===== src/core/clk_switch_pkg.sv =====
// clk_switch_pkg: register map, field positions and reset values of the
// clock switch gating and reference clock output block.
// assumes a 32-bit AXI4-Lite register bus; registers use the low 16 bits.
package clk_switch_pkg;
  localparam int ADDR_W = 4;
  localparam logic [ADDR_W-1:0] OSC_CTRL_OFS = 4'h0;
  localparam logic [ADDR_W-1:0] REFCLK_CTRL_OFS = 4'h4;
  localparam logic [ADDR_W-1:0] CONFIG_TWO_OFS = 4'h8;

  // oscillator_control_register
  localparam int CUR_SRC_LSB = 12;
  localparam int NEXT_SRC_LSB = 8;
  localparam int SWITCH_REQ_BIT = 0;
  localparam int SRC_W = 3;
  localparam logic [SRC_W-1:0] NEXT_SRC_RESET = 3'h0;

  // reference_clock_output_control
  localparam int REF_EN_BIT = 15;
  localparam int REF_SLP_BIT = 13;
  localparam int REF_SEL_BIT = 12;
  localparam int REF_DIV_LSB = 8;
  localparam int REF_DIV_W = 4;
  localparam logic [15:0] REFCLK_CTRL_RESET = 16'h0000;
  localparam logic [15:0] REFCLK_CTRL_MASK = 16'hBF00;

  // config_word_two
  localparam int SMC_LSB = 0;
  localparam int SMC_W = 2;
  localparam int STARTUP_LSB = 4;
  localparam logic [SMC_W-1:0] SMC_UNPROGRAMMED = 2'h3;
  localparam logic [SMC_W-1:0] SMC_SWITCH_ON = 2'h0;

  // bus answers
  localparam logic [1:0] RESP_OKAY = 2'h0;
  localparam logic [1:0] RESP_SLVERR = 2'h2;
endpackage


===== src/core/clk_switch_refclk.sv =====
// clk_switch_refclk: clock switch gating by the configuration field and the
// reference clock output divider, behind an AXI4-Lite slave.
// assumes all inputs synchronous to aclk; primary_osc is sampled, not a clock.
//
// Notes on behaviour
// - run-time source switching is allowed only when the config field is 00.
// - config field upper bit set disables switching and the fail-safe monitor.
// - unprogrammed config field, switching and monitor off, is the default.
// - with switching off, next source select bits do not pick the clock.
// - with switching off, current source status shows the start-up source.
// - with switching off, switch request writes are ignored; bit reads zero.
`timescale 1ns/100ps
`default_nettype none
module clk_switch_refclk
  import clk_switch_pkg::*;
#(
  parameter logic [SRC_W-1:0] STARTUP_SOURCE = 3'h0,
  parameter int CNT_W = 15
) (
  // clock and reset
  input wire logic aclk,
  input wire logic aresetn,
  // write address channel
  input wire logic [clk_switch_pkg::ADDR_W-1:0] s_axi_awaddr,
  input wire logic s_axi_awvalid,
  output logic s_axi_awready,
  // write data channel
  input wire logic [31:0] s_axi_wdata,
  input wire logic [3:0] s_axi_wstrb,
  input wire logic s_axi_wvalid,
  output logic s_axi_wready,
  // write response channel
  output logic [1:0] s_axi_bresp,
  output logic s_axi_bvalid,
  input wire logic s_axi_bready,
  // read address channel
  input wire logic [clk_switch_pkg::ADDR_W-1:0] s_axi_araddr,
  input wire logic s_axi_arvalid,
  output logic s_axi_arready,
  // read data channel
  output logic [31:0] s_axi_rdata,
  output logic [1:0] s_axi_rresp,
  output logic s_axi_rvalid,
  input wire logic s_axi_rready,
  // device state and base clocks
  input wire logic sleep_mode,
  input wire logic primary_osc,
  // clock control outputs
  output logic [clk_switch_pkg::SRC_W-1:0] system_source_sel,
  output logic switching_enabled,
  output logic fail_safe_monitor_en,
  output logic refclk_out
);
  import clk_switch_pkg::*;

  // divide by 2^15 needs toggling every 2^14 base edges
  if (CNT_W < (1 << REF_DIV_W) - 1) begin : g_bad_cnt
    $error("CNT_W too small for the divider range");
  end

  // registers
  logic [SRC_W-1:0] next_src_q;
  logic [SRC_W-1:0] cur_src_q;
  logic switch_req_q;
  logic [15:0] refclk_ctrl_q;
  logic [SMC_W-1:0] smc_q;
  logic [SRC_W-1:0] startup_q;

  // bus state
  logic aw_held_q, w_held_q;
  logic [ADDR_W-1:0] awaddr_q, araddr_q;
  logic [31:0] wdata_q;
  logic [3:0] wstrb_q;
  logic bvalid_q, rvalid_q, arready_q;
  logic awready_q, wready_q;
  logic [1:0] bresp_q, rresp_q;
  logic [31:0] rdata_q;

  // refclk state
  logic [CNT_W-1:0] div_cnt_q;
  logic posc_prev_q;
  logic refclk_q;

  // switching gate
  wire logic sw_on = (smc_q == SMC_SWITCH_ON);
  wire logic [SRC_W-1:0] cur_view =
    sw_on ? cur_src_q : startup_q;

  // write decode
  wire logic aw_take = s_axi_awvalid && awready_q;
  wire logic w_take = s_axi_wvalid && wready_q;
  wire logic wr_go = aw_held_q && w_held_q && !bvalid_q;
  // next handshake state, so the readies can leave straight from flops
  wire logic aw_held_d = !wr_go && (aw_held_q || aw_take);
  wire logic w_held_d = !wr_go && (w_held_q || w_take);
  wire logic bvalid_d = wr_go || (bvalid_q && !s_axi_bready);
  wire logic wr_osc = wr_go && (awaddr_q == OSC_CTRL_OFS);
  wire logic wr_ref = wr_go && (awaddr_q == REFCLK_CTRL_OFS);
  wire logic wr_cfg = wr_go && (awaddr_q == CONFIG_TWO_OFS);
  wire logic wr_hit = wr_osc || wr_ref || wr_cfg;
  wire logic [15:0] wmask = {{8{wstrb_q[1]}}, {8{wstrb_q[0]}}};
  wire logic [15:0] wmerge_ref =
    (refclk_ctrl_q & ~wmask) | (wdata_q[15:0] & wmask);
  wire logic [15:0] osc_read = {1'b0, cur_view, 1'b0, next_src_q,
    7'h00, switch_req_q};
  wire logic [15:0] cfg_read = {9'h000, startup_q, 2'h0, smc_q};
  wire logic [15:0] wmerge_osc =
    (osc_read & ~wmask) | (wdata_q[15:0] & wmask);
  wire logic [15:0] wmerge_cfg =
    (cfg_read & ~wmask) | (wdata_q[15:0] & wmask);
  // request is only taken while switching is allowed
  wire logic req_write = wr_osc && sw_on &&
    wmerge_osc[SWITCH_REQ_BIT];

  // read decode
  wire logic ar_take = s_axi_arvalid && arready_q;
  wire logic rd_osc = (s_axi_araddr == OSC_CTRL_OFS);
  wire logic rd_ref = (s_axi_araddr == REFCLK_CTRL_OFS);
  wire logic rd_cfg = (s_axi_araddr == CONFIG_TWO_OFS);
  wire logic [15:0] rd_word = rd_osc ? osc_read :
    rd_ref ? refclk_ctrl_q : rd_cfg ? cfg_read : 16'h0000;
  wire logic rd_hit = rd_osc || rd_ref || rd_cfg;

  // refclk decode
  wire logic ref_en = refclk_ctrl_q[REF_EN_BIT];
  wire logic ref_sel = refclk_ctrl_q[REF_SEL_BIT];
  wire logic [REF_DIV_W-1:0] ref_div =
    refclk_ctrl_q[REF_DIV_LSB +: REF_DIV_W];
  wire logic ref_run = ref_en &&
    (!sleep_mode || refclk_ctrl_q[REF_SLP_BIT]);
  wire logic base_edge = ref_sel ? (primary_osc && !posc_prev_q) : 1'b1;
  wire logic [CNT_W-1:0] half_cnt = (ref_div == '0) ? '0 :
    CNT_W'((1 << (ref_div - 4'h1)) - 1);
  wire logic cnt_wrap = (div_cnt_q >= half_cnt);

  // write channel handshake
  always_ff @(posedge aclk) begin
    if (!aresetn) begin
      aw_held_q <= 1'b0;
      w_held_q <= 1'b0;
      awaddr_q <= '0;
      wdata_q <= '0;
      wstrb_q <= '0;
      bvalid_q <= 1'b0;
      bresp_q <= RESP_OKAY;
      awready_q <= 1'b1;
      wready_q <= 1'b1;
    end else begin
      awready_q <= !aw_held_d && !bvalid_d;
      wready_q <= !w_held_d && !bvalid_d;
      if (aw_take) begin
        aw_held_q <= 1'b1;
        awaddr_q <= s_axi_awaddr;
      end
      if (w_take) begin
        w_held_q <= 1'b1;
        wdata_q <= s_axi_wdata;
        wstrb_q <= s_axi_wstrb;
      end
      if (wr_go) begin
        aw_held_q <= 1'b0;
        w_held_q <= 1'b0;
        bvalid_q <= 1'b1;
        bresp_q <= wr_hit ? RESP_OKAY : RESP_SLVERR;
      end else if (bvalid_q && s_axi_bready) begin
        bvalid_q <= 1'b0;
      end
    end
  end

  // read channel; one read in flight
  always_ff @(posedge aclk) begin
    if (!aresetn) begin
      arready_q <= 1'b1;
      rvalid_q <= 1'b0;
      rdata_q <= '0;
      rresp_q <= RESP_OKAY;
    end else if (ar_take) begin
      arready_q <= 1'b0;
      rvalid_q <= 1'b1;
      rdata_q <= {16'h0000, rd_word};
      rresp_q <= rd_hit ? RESP_OKAY : RESP_SLVERR;
    end else if (rvalid_q && s_axi_rready) begin
      rvalid_q <= 1'b0;
      arready_q <= 1'b1;
    end
  end

  // configuration word; reset to unprogrammed state
  always_ff @(posedge aclk) begin
    if (!aresetn) begin
      smc_q <= SMC_UNPROGRAMMED;
      startup_q <= STARTUP_SOURCE;
    end else if (wr_cfg) begin
      smc_q <= wmerge_cfg[SMC_LSB +: SMC_W];
      startup_q <= wmerge_cfg[STARTUP_LSB +: SRC_W];
    end
  end

  // oscillator control; switch completes one cycle after the request
  always_ff @(posedge aclk) begin
    if (!aresetn) begin
      next_src_q <= NEXT_SRC_RESET;
      cur_src_q <= STARTUP_SOURCE;
      switch_req_q <= 1'b0;
    end else begin
      if (wr_osc) begin
        next_src_q <= wmerge_osc[NEXT_SRC_LSB +: SRC_W];
      end
      if (!sw_on) begin
        // held off; status tracks start-up source
        switch_req_q <= 1'b0;
        cur_src_q <= startup_q;
      end else if (switch_req_q) begin
        cur_src_q <= next_src_q;
        switch_req_q <= req_write;
      end else begin
        switch_req_q <= req_write;
      end
    end
  end

  // reference clock control register
  always_ff @(posedge aclk) begin
    if (!aresetn) begin
      refclk_ctrl_q <= REFCLK_CTRL_RESET;
    end else if (wr_ref) begin
      refclk_ctrl_q <= wmerge_ref & REFCLK_CTRL_MASK;
    end
  end

  // reference clock divider; sysclk undivided is limited to aclk/2
  always_ff @(posedge aclk) begin
    if (!aresetn) begin
      div_cnt_q <= '0;
      posc_prev_q <= 1'b0;
      refclk_q <= 1'b0;
    end else begin
      posc_prev_q <= primary_osc;
      if (!ref_run) begin
        div_cnt_q <= '0;
        refclk_q <= 1'b0;
      end else if (ref_div == '0 && ref_sel) begin
        refclk_q <= primary_osc;
      end else if (base_edge) begin
        if (cnt_wrap) begin
          div_cnt_q <= '0;
          refclk_q <= !refclk_q;
        end else begin
          div_cnt_q <= div_cnt_q + 1'b1;
        end
      end
    end
  end

  // registered status outputs
  always_ff @(posedge aclk) begin
    if (!aresetn) begin
      system_source_sel <= STARTUP_SOURCE;
      switching_enabled <= 1'b0;
      fail_safe_monitor_en <= 1'b0;
    end else begin
      system_source_sel <= cur_view;
      switching_enabled <= sw_on;
      // monitor only off-gated by the upper bit
      fail_safe_monitor_en <= !smc_q[SMC_W-1];
    end
  end

  assign s_axi_awready = awready_q;
  assign s_axi_wready = wready_q;
  assign s_axi_bvalid = bvalid_q;
  assign s_axi_bresp = bresp_q;
  assign s_axi_arready = arready_q;
  assign s_axi_rvalid = rvalid_q;
  assign s_axi_rdata = rdata_q;
  assign s_axi_rresp = rresp_q;
  assign refclk_out = refclk_q;
endmodule
`default_nettype wire


===== config.mk =====
export PLATFORM = sky130hd
export DESIGN_NAME = clk_switch_refclk
export DESIGN_NICKNAME = d
export VERILOG_FILES = /design/src/core/clk_switch_pkg.sv /design/src/core/clk_switch_refclk.sv
export SDC_FILE = /design/constraint.sdc
export NUM_CORES = 1
export LEC_CHECK = 0
export ABC_AREA = 0
export BUFFER_PORTS_ARGS = -buffer_cell sky130_fd_sc_hd__buf_2
export CORE_AREA = 2 2 91 93
export DETAILED_ROUTE_END_ITERATION = 10
export DIE_AREA = 0 0 93 95
export PLACE_DENSITY = 0.74
export SLEW_MARGIN = 5
export SYNTH_ARGS = -nofsm -noshare
export SYNTH_HDL_FRONTEND = slang
export SYNTH_SLANG_ARGS = --single-unit

===== constraint.sdc =====
create_clock -name aclk -period 4.2 [get_ports aclk]
set_clock_uncertainty 0.2 [all_clocks]
set_input_delay 0.84 -clock aclk [delete_from_list [all_inputs] [get_ports aclk]]
set_output_delay 0.84 -clock aclk [all_outputs]
set_load 0.005 [all_outputs]

==> results.txt, run 1 <==
Final Max Slew Viols: 0
Resize count post-CTS: 0
Final WS setup: 0.438 ns
Cell Pwr Density: 336 nW/um2
Port Buffers: 56
Clk Latency, worst-skew pair: 0.35 ns
first-pass GRT wire length: 14400 um
Post-DRT Antenna Nets: 0
CTS tree: yes
Clock Sinks: 81
DRC Markers: 0
initial antenna violation count: 0
Syn Std Cell Area: 4070 um2
post-synth cell types: 53
Synth area leaders: dfxtp_1 40%, nand2_1 6.4%, ha_1 5.2%
Worst VDD drop: 0.000280 V
DIE WIDTH: 93 um
Top Ports: 100
Hold Crit Depth: 2
count leader, synth: dfxtp_1
Layout area overhead: 12.9%
Hold Path Class: reg2reg
Filler cells: 721
crit path time final: 3.76 ns
pin count of the biggest net entering global routing: 35
Clock Tree Buf Depth: 2
DIE AREA: 8840 um2
Ys Warns: 0
RSZ-0062 raised after global routing: false
routed wire length: 8530 um
Final Setup Violations: 0
Util after Layout: 58.0%
hold_buf cts: 0
most common library cells after synthesis: 81 x dfxtp_1, 69 x nand2_1, 29 x nor2_1, 28 x nor2b_1, 25 x a21boi_0
most common flop cell mapped by yosys: dfxtp_1
antenna fix cells: 0
r2r worst-path depth: 11
CTS HTree Levels: 3
Internal Power: 1.17 mW
Worst Path Required: 4.23 ns
Yosys reg bits: 81
Avg Cell Area, Syn: 8.77 um2
sequential cell area fraction in the yosys report: 39.8%
largest area contributor in the netlist: dfxtp_1
DR iter-0 viols: 151
P_sw: 0.375 mW
clk slew on worst S/H paths: 0.09 ns
area of the multi-input gates: 2250 um2
starting density of the core: 51.4%
sequential share of power: 51.9%
Min Hold Slack: 0.260 ns
wire length per cell: 13.6 um
# nets final: 585
Cell Rows: 33
R2R Path End: div_cnt_q[14]$_SDFFE_PN0P_
R2R setup slack: 0.44 ns
vias post-DR: 3260
Tcrit/Tclk final: 89.6%
Final TNS setup: 0 ns
Max Cap Viol: 0
Register Area: 1620 um2
ratio of cells with drive above 1 in the final layout: 18.3%
FMAX: 266 MHz
status: finished, final reports clean
crit path DAT: 3.79 ns
slew at the pin with the worst max-slew slack: 0.627 ns
Root Buffer: clkbuf_8
number of enable flip-flop cells after synthesis: 0
CP Capture Type: flip-flop
Leakage: 1.85 nW
DP Wirelength: 6180 um
Gate power share: 5.4%
Via density: 5.22
crit path launch type: flip-flop
Async SR Flop Fraction: 0%
Worst Path Max Fanout: 12
startpoint of the worst hold path: awaddr_q[0]$_SDFFE_PN0P_
DP Worst Slack: 0.437 ns
sw frac: 24.3%
die height: 95 um
# Post-CTS Setup Buffers: 0
total iterations of the first detailed-routing run: 4
Setup CP Type: reg2reg
slew margin rel.: 58.2%
area share of the largest cell type after synthesis: 39.8%
CORE AREA: 7930 um2
number of global-route vias before repair: 3147
Mapped Cells: 464
GP Congestion: 0.848
GRT Residual Overflow: 0
Clk pwr share: 42.7%
Hold EP: awaddr_q[0]$_SDFFE_PN0P_
GRT Overall Usage: 20.6%
Num CTS Buffers: 9
Final Hold Vio Count: 0
-- power groups by stage --
| stage | Combinational [mW] | Sequential [mW] | Clock, mW |
|---|---|---|---|
| floorplan | 0.0661 | 0.815 | 0 |
| global placement | 0.0812 | 0.817 | 0 |
| detailed placement | 0.0831 | 0.818 | 0 |
| CTS | 0.0834 | 0.800 | 0.669 |
| global route | 0.0957 | 0.803 | 0.714 |
| finish | 0.0833 | 0.800 | 0.659 |
-- metal layers --
layer	vias to the layer above	wire [um]	GRT usage (%)
li1	1686	-	-
met1	1494	3890	25.7
met2	69	4160	35.5
met3	11	359	4.71
met4	0	121	6.13
met5	-	0	0
-- cell families after synthesis --
| logic type | after synthesis | share of synthesized area [%] |
|---|---|---|
| adders and majority gates | 17 | 5.22 |
| DFF | 81 | 39.8 |
| muxes | 22 | 5.62 |
| buffers and inverters | 48 | 6.76 |
| xor gates and xnor gates | 12 | 2.58 |
| and+or+nand+nor | 186 | 22.8 |
| AOI/OAI and AO/OA | 97 | 17.1 |
| other | 1 | 0.0921 |
-- placed cells by master, fill, tap and decap left out, drive strengths merged, types with 4 or more instances in the layout --
cell    count
nor3        8
a21oi      18
dfxtp      81
nand4       4
inv         5
clkbuf      9
buf        65
nor2       29
a32oi       4
nor2b      28
nor4        5
or3         4
or2         4
nand3      13
ha         17
o31ai       4
xnor2       4
conb       21
and3        5
nand2b      7
mux2i      15
a22o        4
and2        8
mux2        7
a21boi     25
nand2      69
a22oi       6
xor2        8
o21ai      15
-- per-stage QoR --
stage	cells	total power [mW]	instance area [um2]
after floorplan	484	0.881	4150
after global placement	609	0.898	4360
after detailed placement	609	0.901	4360
after CTS	625	1.55	4600
after global routing	625	1.61	4600
final	625	1.54	4600
-- area by class of cell --
type / instances / share of cell area, %
Timing Repair Buffer: 65 / 7.57
Tap cell: 105 / 2.86
Multi-Input combinational cell: 355 / 48.9
Clock inverter: 7 / 2.42
Inverter: 3 / 0.245
Sequential cell: 81 / 35.3
Clock buffer: 9 / 2.69
-- worst max-delay path, stage by stage (launching register included) --
cell,delay [ns]
dfxtp_1,0.36
nand2b_1,0.17
or3_1,0.32
ha_1,0.30
o31ai_1,0.26
a22oi_1,0.13
ha_1,0.34
nand4_1,0.11
o311a_1,0.41
o41ai_4,0.53
a21o_1,0.42
nor2_1,0.10
-- how the worst max path moves through the flow --
stage	to
6_report	div_cnt_q[14]$_SDFFE_PN0P_
5_1_grt	div_cnt_q[14]$_SDFFE_PN0P_
4_1_cts	div_cnt_q[14]$_SDFFE_PN0P_
3_5_place_dp	div_cnt_q[14]$_SDFFE_PN0P_
3_3_place_gp	div_cnt_q[14]$_SDFFE_PN0P_
2_1_floorplan	div_cnt_q[10]$_SDFFE_PN0P_
Note: power is estimated with default switching activity, not from simulation.
==> inputs of run 2 (changes only) <==
Settings changed: BUFFER_PORTS_ARGS -buffer_cell sky130_fd_sc_hd__buf_2 to -buffer_cell sky130_fd_sc_hd__buf_4, CORE_AREA 2 2 91 93 to 2 2 108 79, DIE_AREA 0 0 93 95 to 0 0 110 81.
==> run 2 against run 1 <==
  * Hold slack improved by 0.0046 ns
  * Largest cell class unchanged
  * Sequential power barely moved
  * Final area rose by 2.5%
  * Non-clock buffer count fell by 1
  * Combinational power rose by 11%
==> results.txt, run 2 (synthesis gave the netlist of run 1 again) <==
status: finished, final reports clean
Port Buffers: 56 (unchanged)
Hold Crit Depth: 2 (unchanged)
GRT Overall Usage: 21.2% (+0.63 points)
dpl cells: 608 (-0.16%)
Via density: 5.30 (+1.7%)
M2 GR Usage: 31.3% (-4.2 points)
antenna fix cells: 0 (unchanged)
initial antenna violation count: 0 (unchanged)
GRT Residual Overflow: 0 (unchanged)
Clock Sinks: 81 (unchanged)
Setup CP Type: reg2reg
vias post-DR: 3309 (+1.5%)
Layout Cells excl Fill: 624 (-0.16%)
Tcrit/Tclk final: 89.9% (+0.33 points)
RSZ-0062 raised after global routing: false
Worst VDD drop: 0.000203 V (-27%)
CTS HTree Levels: 3 (unchanged)
total iterations of the first detailed-routing run: 5 (+1)
GP Congestion: 0.816 (-3.8%)
met1 usage: 30.3% (+4.7 points)
Hold EP: awaddr_q[0]$_SDFFE_PN0P_
most common cell after layout, fill and taps aside: dfxtp_1
crit path DAT: 3.86 ns (+0.07 ns)
Final Max Slew Viols: 0 (unchanged)
R2R Path End: div_cnt_q[0]$_SDFFE_PN0P_
CORE AREA: 8020 um2 (+1.2%)
Filler cells: 716 (-0.69%)
Max Cap Viol: 0 (unchanged)
FMAX: 265 MHz (-0.37%)
startpoint of the worst hold path: awaddr_q[0]$_SDFFE_PN0P_
Util after Layout: 58.7% (+0.76 points)
Final Hold Vio Count: 0 (unchanged)
R2R setup slack: 0.42 ns (about the same)
Layout area overhead: 15.8%
met3 Usage GRT: 5.22% (+0.51 points)
Num CTS Buffers: 9 (unchanged)
starting density of the core: 50.7% (-0.61 points)
clk slew on worst S/H paths: 0.09 ns (about the same)
Final Setup Violations: 0 (unchanged)
Resize count post-CTS: 0 (unchanged)
Post-DRT Antenna Nets: 0 (unchanged)
DP Wirelength: 6210 um (+0.47%)
die height: 81 um (-15%)
Clk Latency, worst-skew pair: 0.35 ns (about the same)
slew at the pin with the worst max-slew slack: 0.652 ns (+0.0249 ns)
Worst Path Max Fanout: 15 (+3)
most frequent cells in the layout: 81 x dfxtp_1, 69 x nand2_1, 64 x buf_4
Hold Path Class: reg2reg
gr busiest metal: met2
Top Ports: 100 (unchanged)
Cell Pwr Density: 324 nW/um2 (-3.5%)
Cell Rows: 28 (-15%)
first-pass GRT wire length: 14700 um (+1.5%)
routed wire length: 8750 um (+2.6%)
DR iter-0 viols: 169 (+12%)
Leakage: 1.86 nW (+0.28%)
DIE AREA: 8910 um2 (+0.85%)
CP Capture Type: flip-flop
crit path time final: 3.78 ns (+0.0140 ns)
# nets final: 584 (-0.17%)
Final TNS setup: 0 ns (unchanged)
CTS tree: yes
ratio of cells with drive above 1 in the final layout: 17.9% (-0.35 points)
r2r worst-path depth: 17 (+6)
Clock Tree Buf Depth: 2 (unchanged)
wire length per cell: 14.0 um (+2.8%)
# Post-CTS Setup Buffers: 0 (unchanged)
Root Buffer: clkbuf_8
Worst Path Required: 4.28 ns (+0.05 ns)
slew margin rel.: 56.1% (-2.1 points)
number of global-route vias before repair: 3012 (-4.3%)
hold_buf cts: 0 (unchanged)
pin count of the biggest net entering global routing: 67 (+91%)
DIE WIDTH: 110 um (+18%)
DRC Markers: 0 (unchanged)
crit path launch type: flip-flop
-- run 2: cell types whose count changed in the layout (fill, tap and decap cells not counted), sizes merged --
cell      change
clkbuf        +1
inv           -1
clkinv        -3
buf           -1
clkinvlp      +3
-- run 2: layer usage --
layer	part of all wire [%]	wire length, um
met5	0	0
met4	1.1	92
met3	6.2	541
met2	43	3790
met1	49	4330
-- run 2: area by class of cell --
cell class,count,area [um2],share of cell area [%]
sequential,81,1620,34.4
clock inverter,6,91.3,1.94
multi-input combinational,355,2250,47.7
inverter,3,11.3,0.239
tap,105,131,2.79
clock buffer,10,128,2.71
timing repair buffer,64,480,10.2
-- run 2: how the worst max path moves through the flow --
| stage | start | end | slack, ns | cells past startpoint |
|---|---|---|---|---|
| 2_1_floorplan | flip-flop | div_cnt_q[10]$_SDFFE_PN0P_ | 0.52 | 14 |
| 3_3_place_gp | flip-flop | div_cnt_q[3]$_SDFFE_PN0P_ | 0.54 | 12 |
| 3_5_place_dp | flip-flop | div_cnt_q[0]$_SDFFE_PN0P_ | 0.44 | 17 |
| 4_1_cts | flip-flop | div_cnt_q[0]$_SDFFE_PN0P_ | 0.40 | 17 |
| 5_1_grt | flip-flop | div_cnt_q[0]$_SDFFE_PN0P_ | 0.13 | 17 |
| 6_report | flip-flop | div_cnt_q[0]$_SDFFE_PN0P_ | 0.42 | 17 |
-- run 2: critical path, stage by stage, from the launching register on --
cell      delay [ns]
dfxtp_1         0.36
buf_4           0.20
nor2b_1         0.24
nand2_1         0.10
ha_1            0.35
nand2b_1        0.23
o21ai_0         0.11
a21oi_1         0.15
nor2_1          0.05
a31oi_1         0.18
ha_1            0.29
a21oi_1         0.12
o21ai_0         0.09
a21oi_1         0.26
o41ai_4         0.14
buf_4           0.18
or3_1           0.34
a21oi_1         0.12
-- run 2: report_power, final --
part	leakage (nW)	switching (mW)	internal, mW
clock network	0.0991	0.296	0.337
registers	0.658	0.0141	0.786
logic	1.10	0.0474	0.0453
-- run 2: metrics by stage --
stage               hold WS (ns)  worst slack, ns  total power [mW]  instance area [um2]
floorplan                  0.239            0.524             0.881                 4150
global placement           0.253            0.538             0.908                 4490
detailed placement         0.258            0.445             0.911                 4490
CTS                        0.272            0.403              1.54                 4710
global route               0.293            0.128              1.58                 4710
finish                     0.265            0.424              1.53                 4710
==> inputs of run 3 (changes only) <==
Settings changed: MAX_ROUTING_LAYER from default to met4.
==> run 3 against run 2 <==
  * Via count barely moved
  * Wire length increased by 0.17%
  * Utilization is the same
  * Fmax decreased by 0.44%
  * Non-clock buffer count stayed put
  * Hold slack barely moved
  * Setup slack got worse by 0.017 ns
  * Largest cell class unchanged
  * Combinational power about the same
  * Final cell count unchanged
  * Critical path depth stayed put
  * Global-route usage rose by 0.66 points
  * Register-to-register slack got worse by 0.02 ns
==> results.txt, run 3 (synthesis gave the netlist of run 1 again) <==
starting density of the core: 50.7% (unchanged)
crit path DAT: 3.88 ns (+0.02 ns)
Hold Path Class: reg2reg
Via density: 5.30 (about the same)
Final TNS setup: 0 ns (unchanged)
pin count of the biggest net entering global routing: 67 (unchanged)
Port Buffers: 56 (unchanged)
status: finished, final reports clean
Util after Layout: 58.7% (unchanged)
Post-DP Area: 4490 um2 (unchanged)
slowest stage cell, crit path: dfxtp_1
Resize count post-CTS: 0 (unchanged)
wire length per cell: 14.0 um (+0.17%)
Layout area overhead: 15.8% (unchanged)
most used cell, CP: a21oi_1
GRT Residual Overflow: 0 (unchanged)
Cell Rows: 28 (unchanged)
# Post-CTS Setup Buffers: 0 (unchanged)
total iterations of the first detailed-routing run: 4 (-1)
DIE AREA: 8910 um2 (unchanged)
Final Hold Vio Count: 0 (unchanged)
CP Cell Sequence: buf_4 > nor2b_1 > nand2_1 > ha_1 > nand2b_1 > o21ai_0 > a21oi_1 > nor2_1 > a31oi_1 > ha_1 > a21oi_1 > o21ai_0 > a21oi_1 > o41ai_4 > buf_4 > or3_1 > a21oi_1
Worst VDD drop: 0.000204 V (+0.25%)
Cell Pwr Density: 325 nW/um2 (+0.29%)
GP Congestion: 0.828 (+1.5%)
FMAX: 264 MHz (-0.44%)
clk slew on worst S/H paths: 0.09 ns (about the same)
hold_buf cts: 0 (unchanged)
DP Wirelength: 6210 um (unchanged)
Final Max Slew Viols: 0 (unchanged)
Critical Path Max Stage Delay: 0.37 ns (about the same)
most common cell after layout, fill and taps aside: dfxtp_1
CORE AREA: 8020 um2 (unchanged)
Tcrit/Tclk final: 90.3% (+0.40 points)
RSZ-0062 raised after global routing: false
GRT Overall Usage: 21.8% (+0.66 points)
Worst Path Required: 4.29 ns (about the same)
CTS tree: yes
Min Hold Slack: 0.265 ns (+0.000199 ns)
routed wire length: 8770 um (+0.17%)
Worst Path Max Fanout: 15 (unchanged)
CP Capture Type: flip-flop
slew margin rel.: 56.5% (+0.36 points)
DR iter-0 viols: 161 (-4.7%)
Clock Sinks: 81 (unchanged)
first-pass GRT wire length: 14700 um (about the same)
initial antenna violation count: 0 (unchanged)
antenna fix cells: 0 (unchanged)
DRC Markers: 0 (unchanged)
number of global-route vias before repair: 3011 (-0.033%)
Root Buffer: clkbuf_8
Clock Tree Buf Depth: 2 (unchanged)
Total Power: 1.53 mW (+0.29%)
slew at the pin with the worst max-slew slack: 0.647 ns (-0.00532 ns)
CTS HTree Levels: 3 (unchanged)
Post-Layout Inst Area: 4710 um2 (unchanged)
Post-DRT Antenna Nets: 0 (unchanged)
ratio of cells with drive above 1 in the final layout: 17.9% (unchanged)
die height: 81 um (unchanged)
Final Setup Violations: 0 (unchanged)
Leakage: 1.86 nW (unchanged)
Top Ports: 100 (unchanged)
DIE WIDTH: 110 um (unchanged)
Max Cap Viol: 0 (unchanged)
crit path time final: 3.79 ns (+0.0168 ns)
Num CTS Buffers: 9 (unchanged)
Setup CP Type: reg2reg
most frequent cells in the layout: 81 x dfxtp_1, 69 x nand2_1, 64 x buf_4
crit path launch type: flip-flop
vias post-DR: 3307 (-0.060%)
# nets final: 584 (unchanged)
Clk Latency, worst-skew pair: 0.36 ns (about the same)
==> run 3: layout make-up <==
cell class                      instances  area, um2
Fill cell                             716       3310
Sequential cell                        81       1620
Clock buffer                           10        128
Clock inverter                          6       91.3
Timing Repair Buffer                   64        480
Inverter                                3       11.3
Tap cell                              105        131
Multi-Input combinational cell        355       2250
==> run 3: power breakdown <==
group	total, mW	switching (mW)	leakage (nW)	internal [mW]
clock	0.637	0.300	0.0991	0.337
sequential	0.800	0.0143	0.658	0.786
combinational	0.0926	0.0473	1.10	0.0453
total	1.53	0.362	1.86	1.17
==> run 3: per-layer routing <==
| layer | track usage (%) | vias up | wire length [um] |
|---|---|---|---|
| li1 | - | 1675 | - |
| met5 | - | - | 0 |
| met4 | 6.33 | 0 | 111 |
| met1 | 30.7 | 1533 | 4460 |
| met2 | 31.2 | 88 | 3730 |
| met3 | 5.22 | 11 | 470 |
==> run 3: metrics by stage <==
step / setup WS [ns] / std cells
finish: 0.407 / 624
global route: 0.128 / 624
CTS: 0.403 / 624
detailed placement: 0.445 / 608
global placement: 0.538 / 608
floorplan: 0.524 / 484
==> run 3: path summary, 6_finish.rpt <==
| path | cells after the start | endpoint | slack [ns] | startpoint |
|---|---|---|---|---|
| min reg2reg | 2 | awaddr_q[0]$_SDFFE_PN0P_ | 0.27 | awaddr_q[0]$_SDFFE_PN0P_ |
| max reg2reg | 17 | div_cnt_q[0]$_SDFFE_PN0P_ | 0.41 | flip-flop |
| min | 2 | awaddr_q[0]$_SDFFE_PN0P_ | 0.27 | awaddr_q[0]$_SDFFE_PN0P_ |
| max | 17 | div_cnt_q[0]$_SDFFE_PN0P_ | 0.41 | flip-flop |
==> run 3: critical path, delay by kind of cell (launching register included) <==
family / cells / cell delay (ns)
AO/OA/AOI/OAI: 8 / 1.17
AND/OR/NAND/NOR: 5 / 0.97
adder cells (fa/ha/maj): 2 / 0.64
buffers and inverters: 2 / 0.38
flip-flops: 1 / 0.37
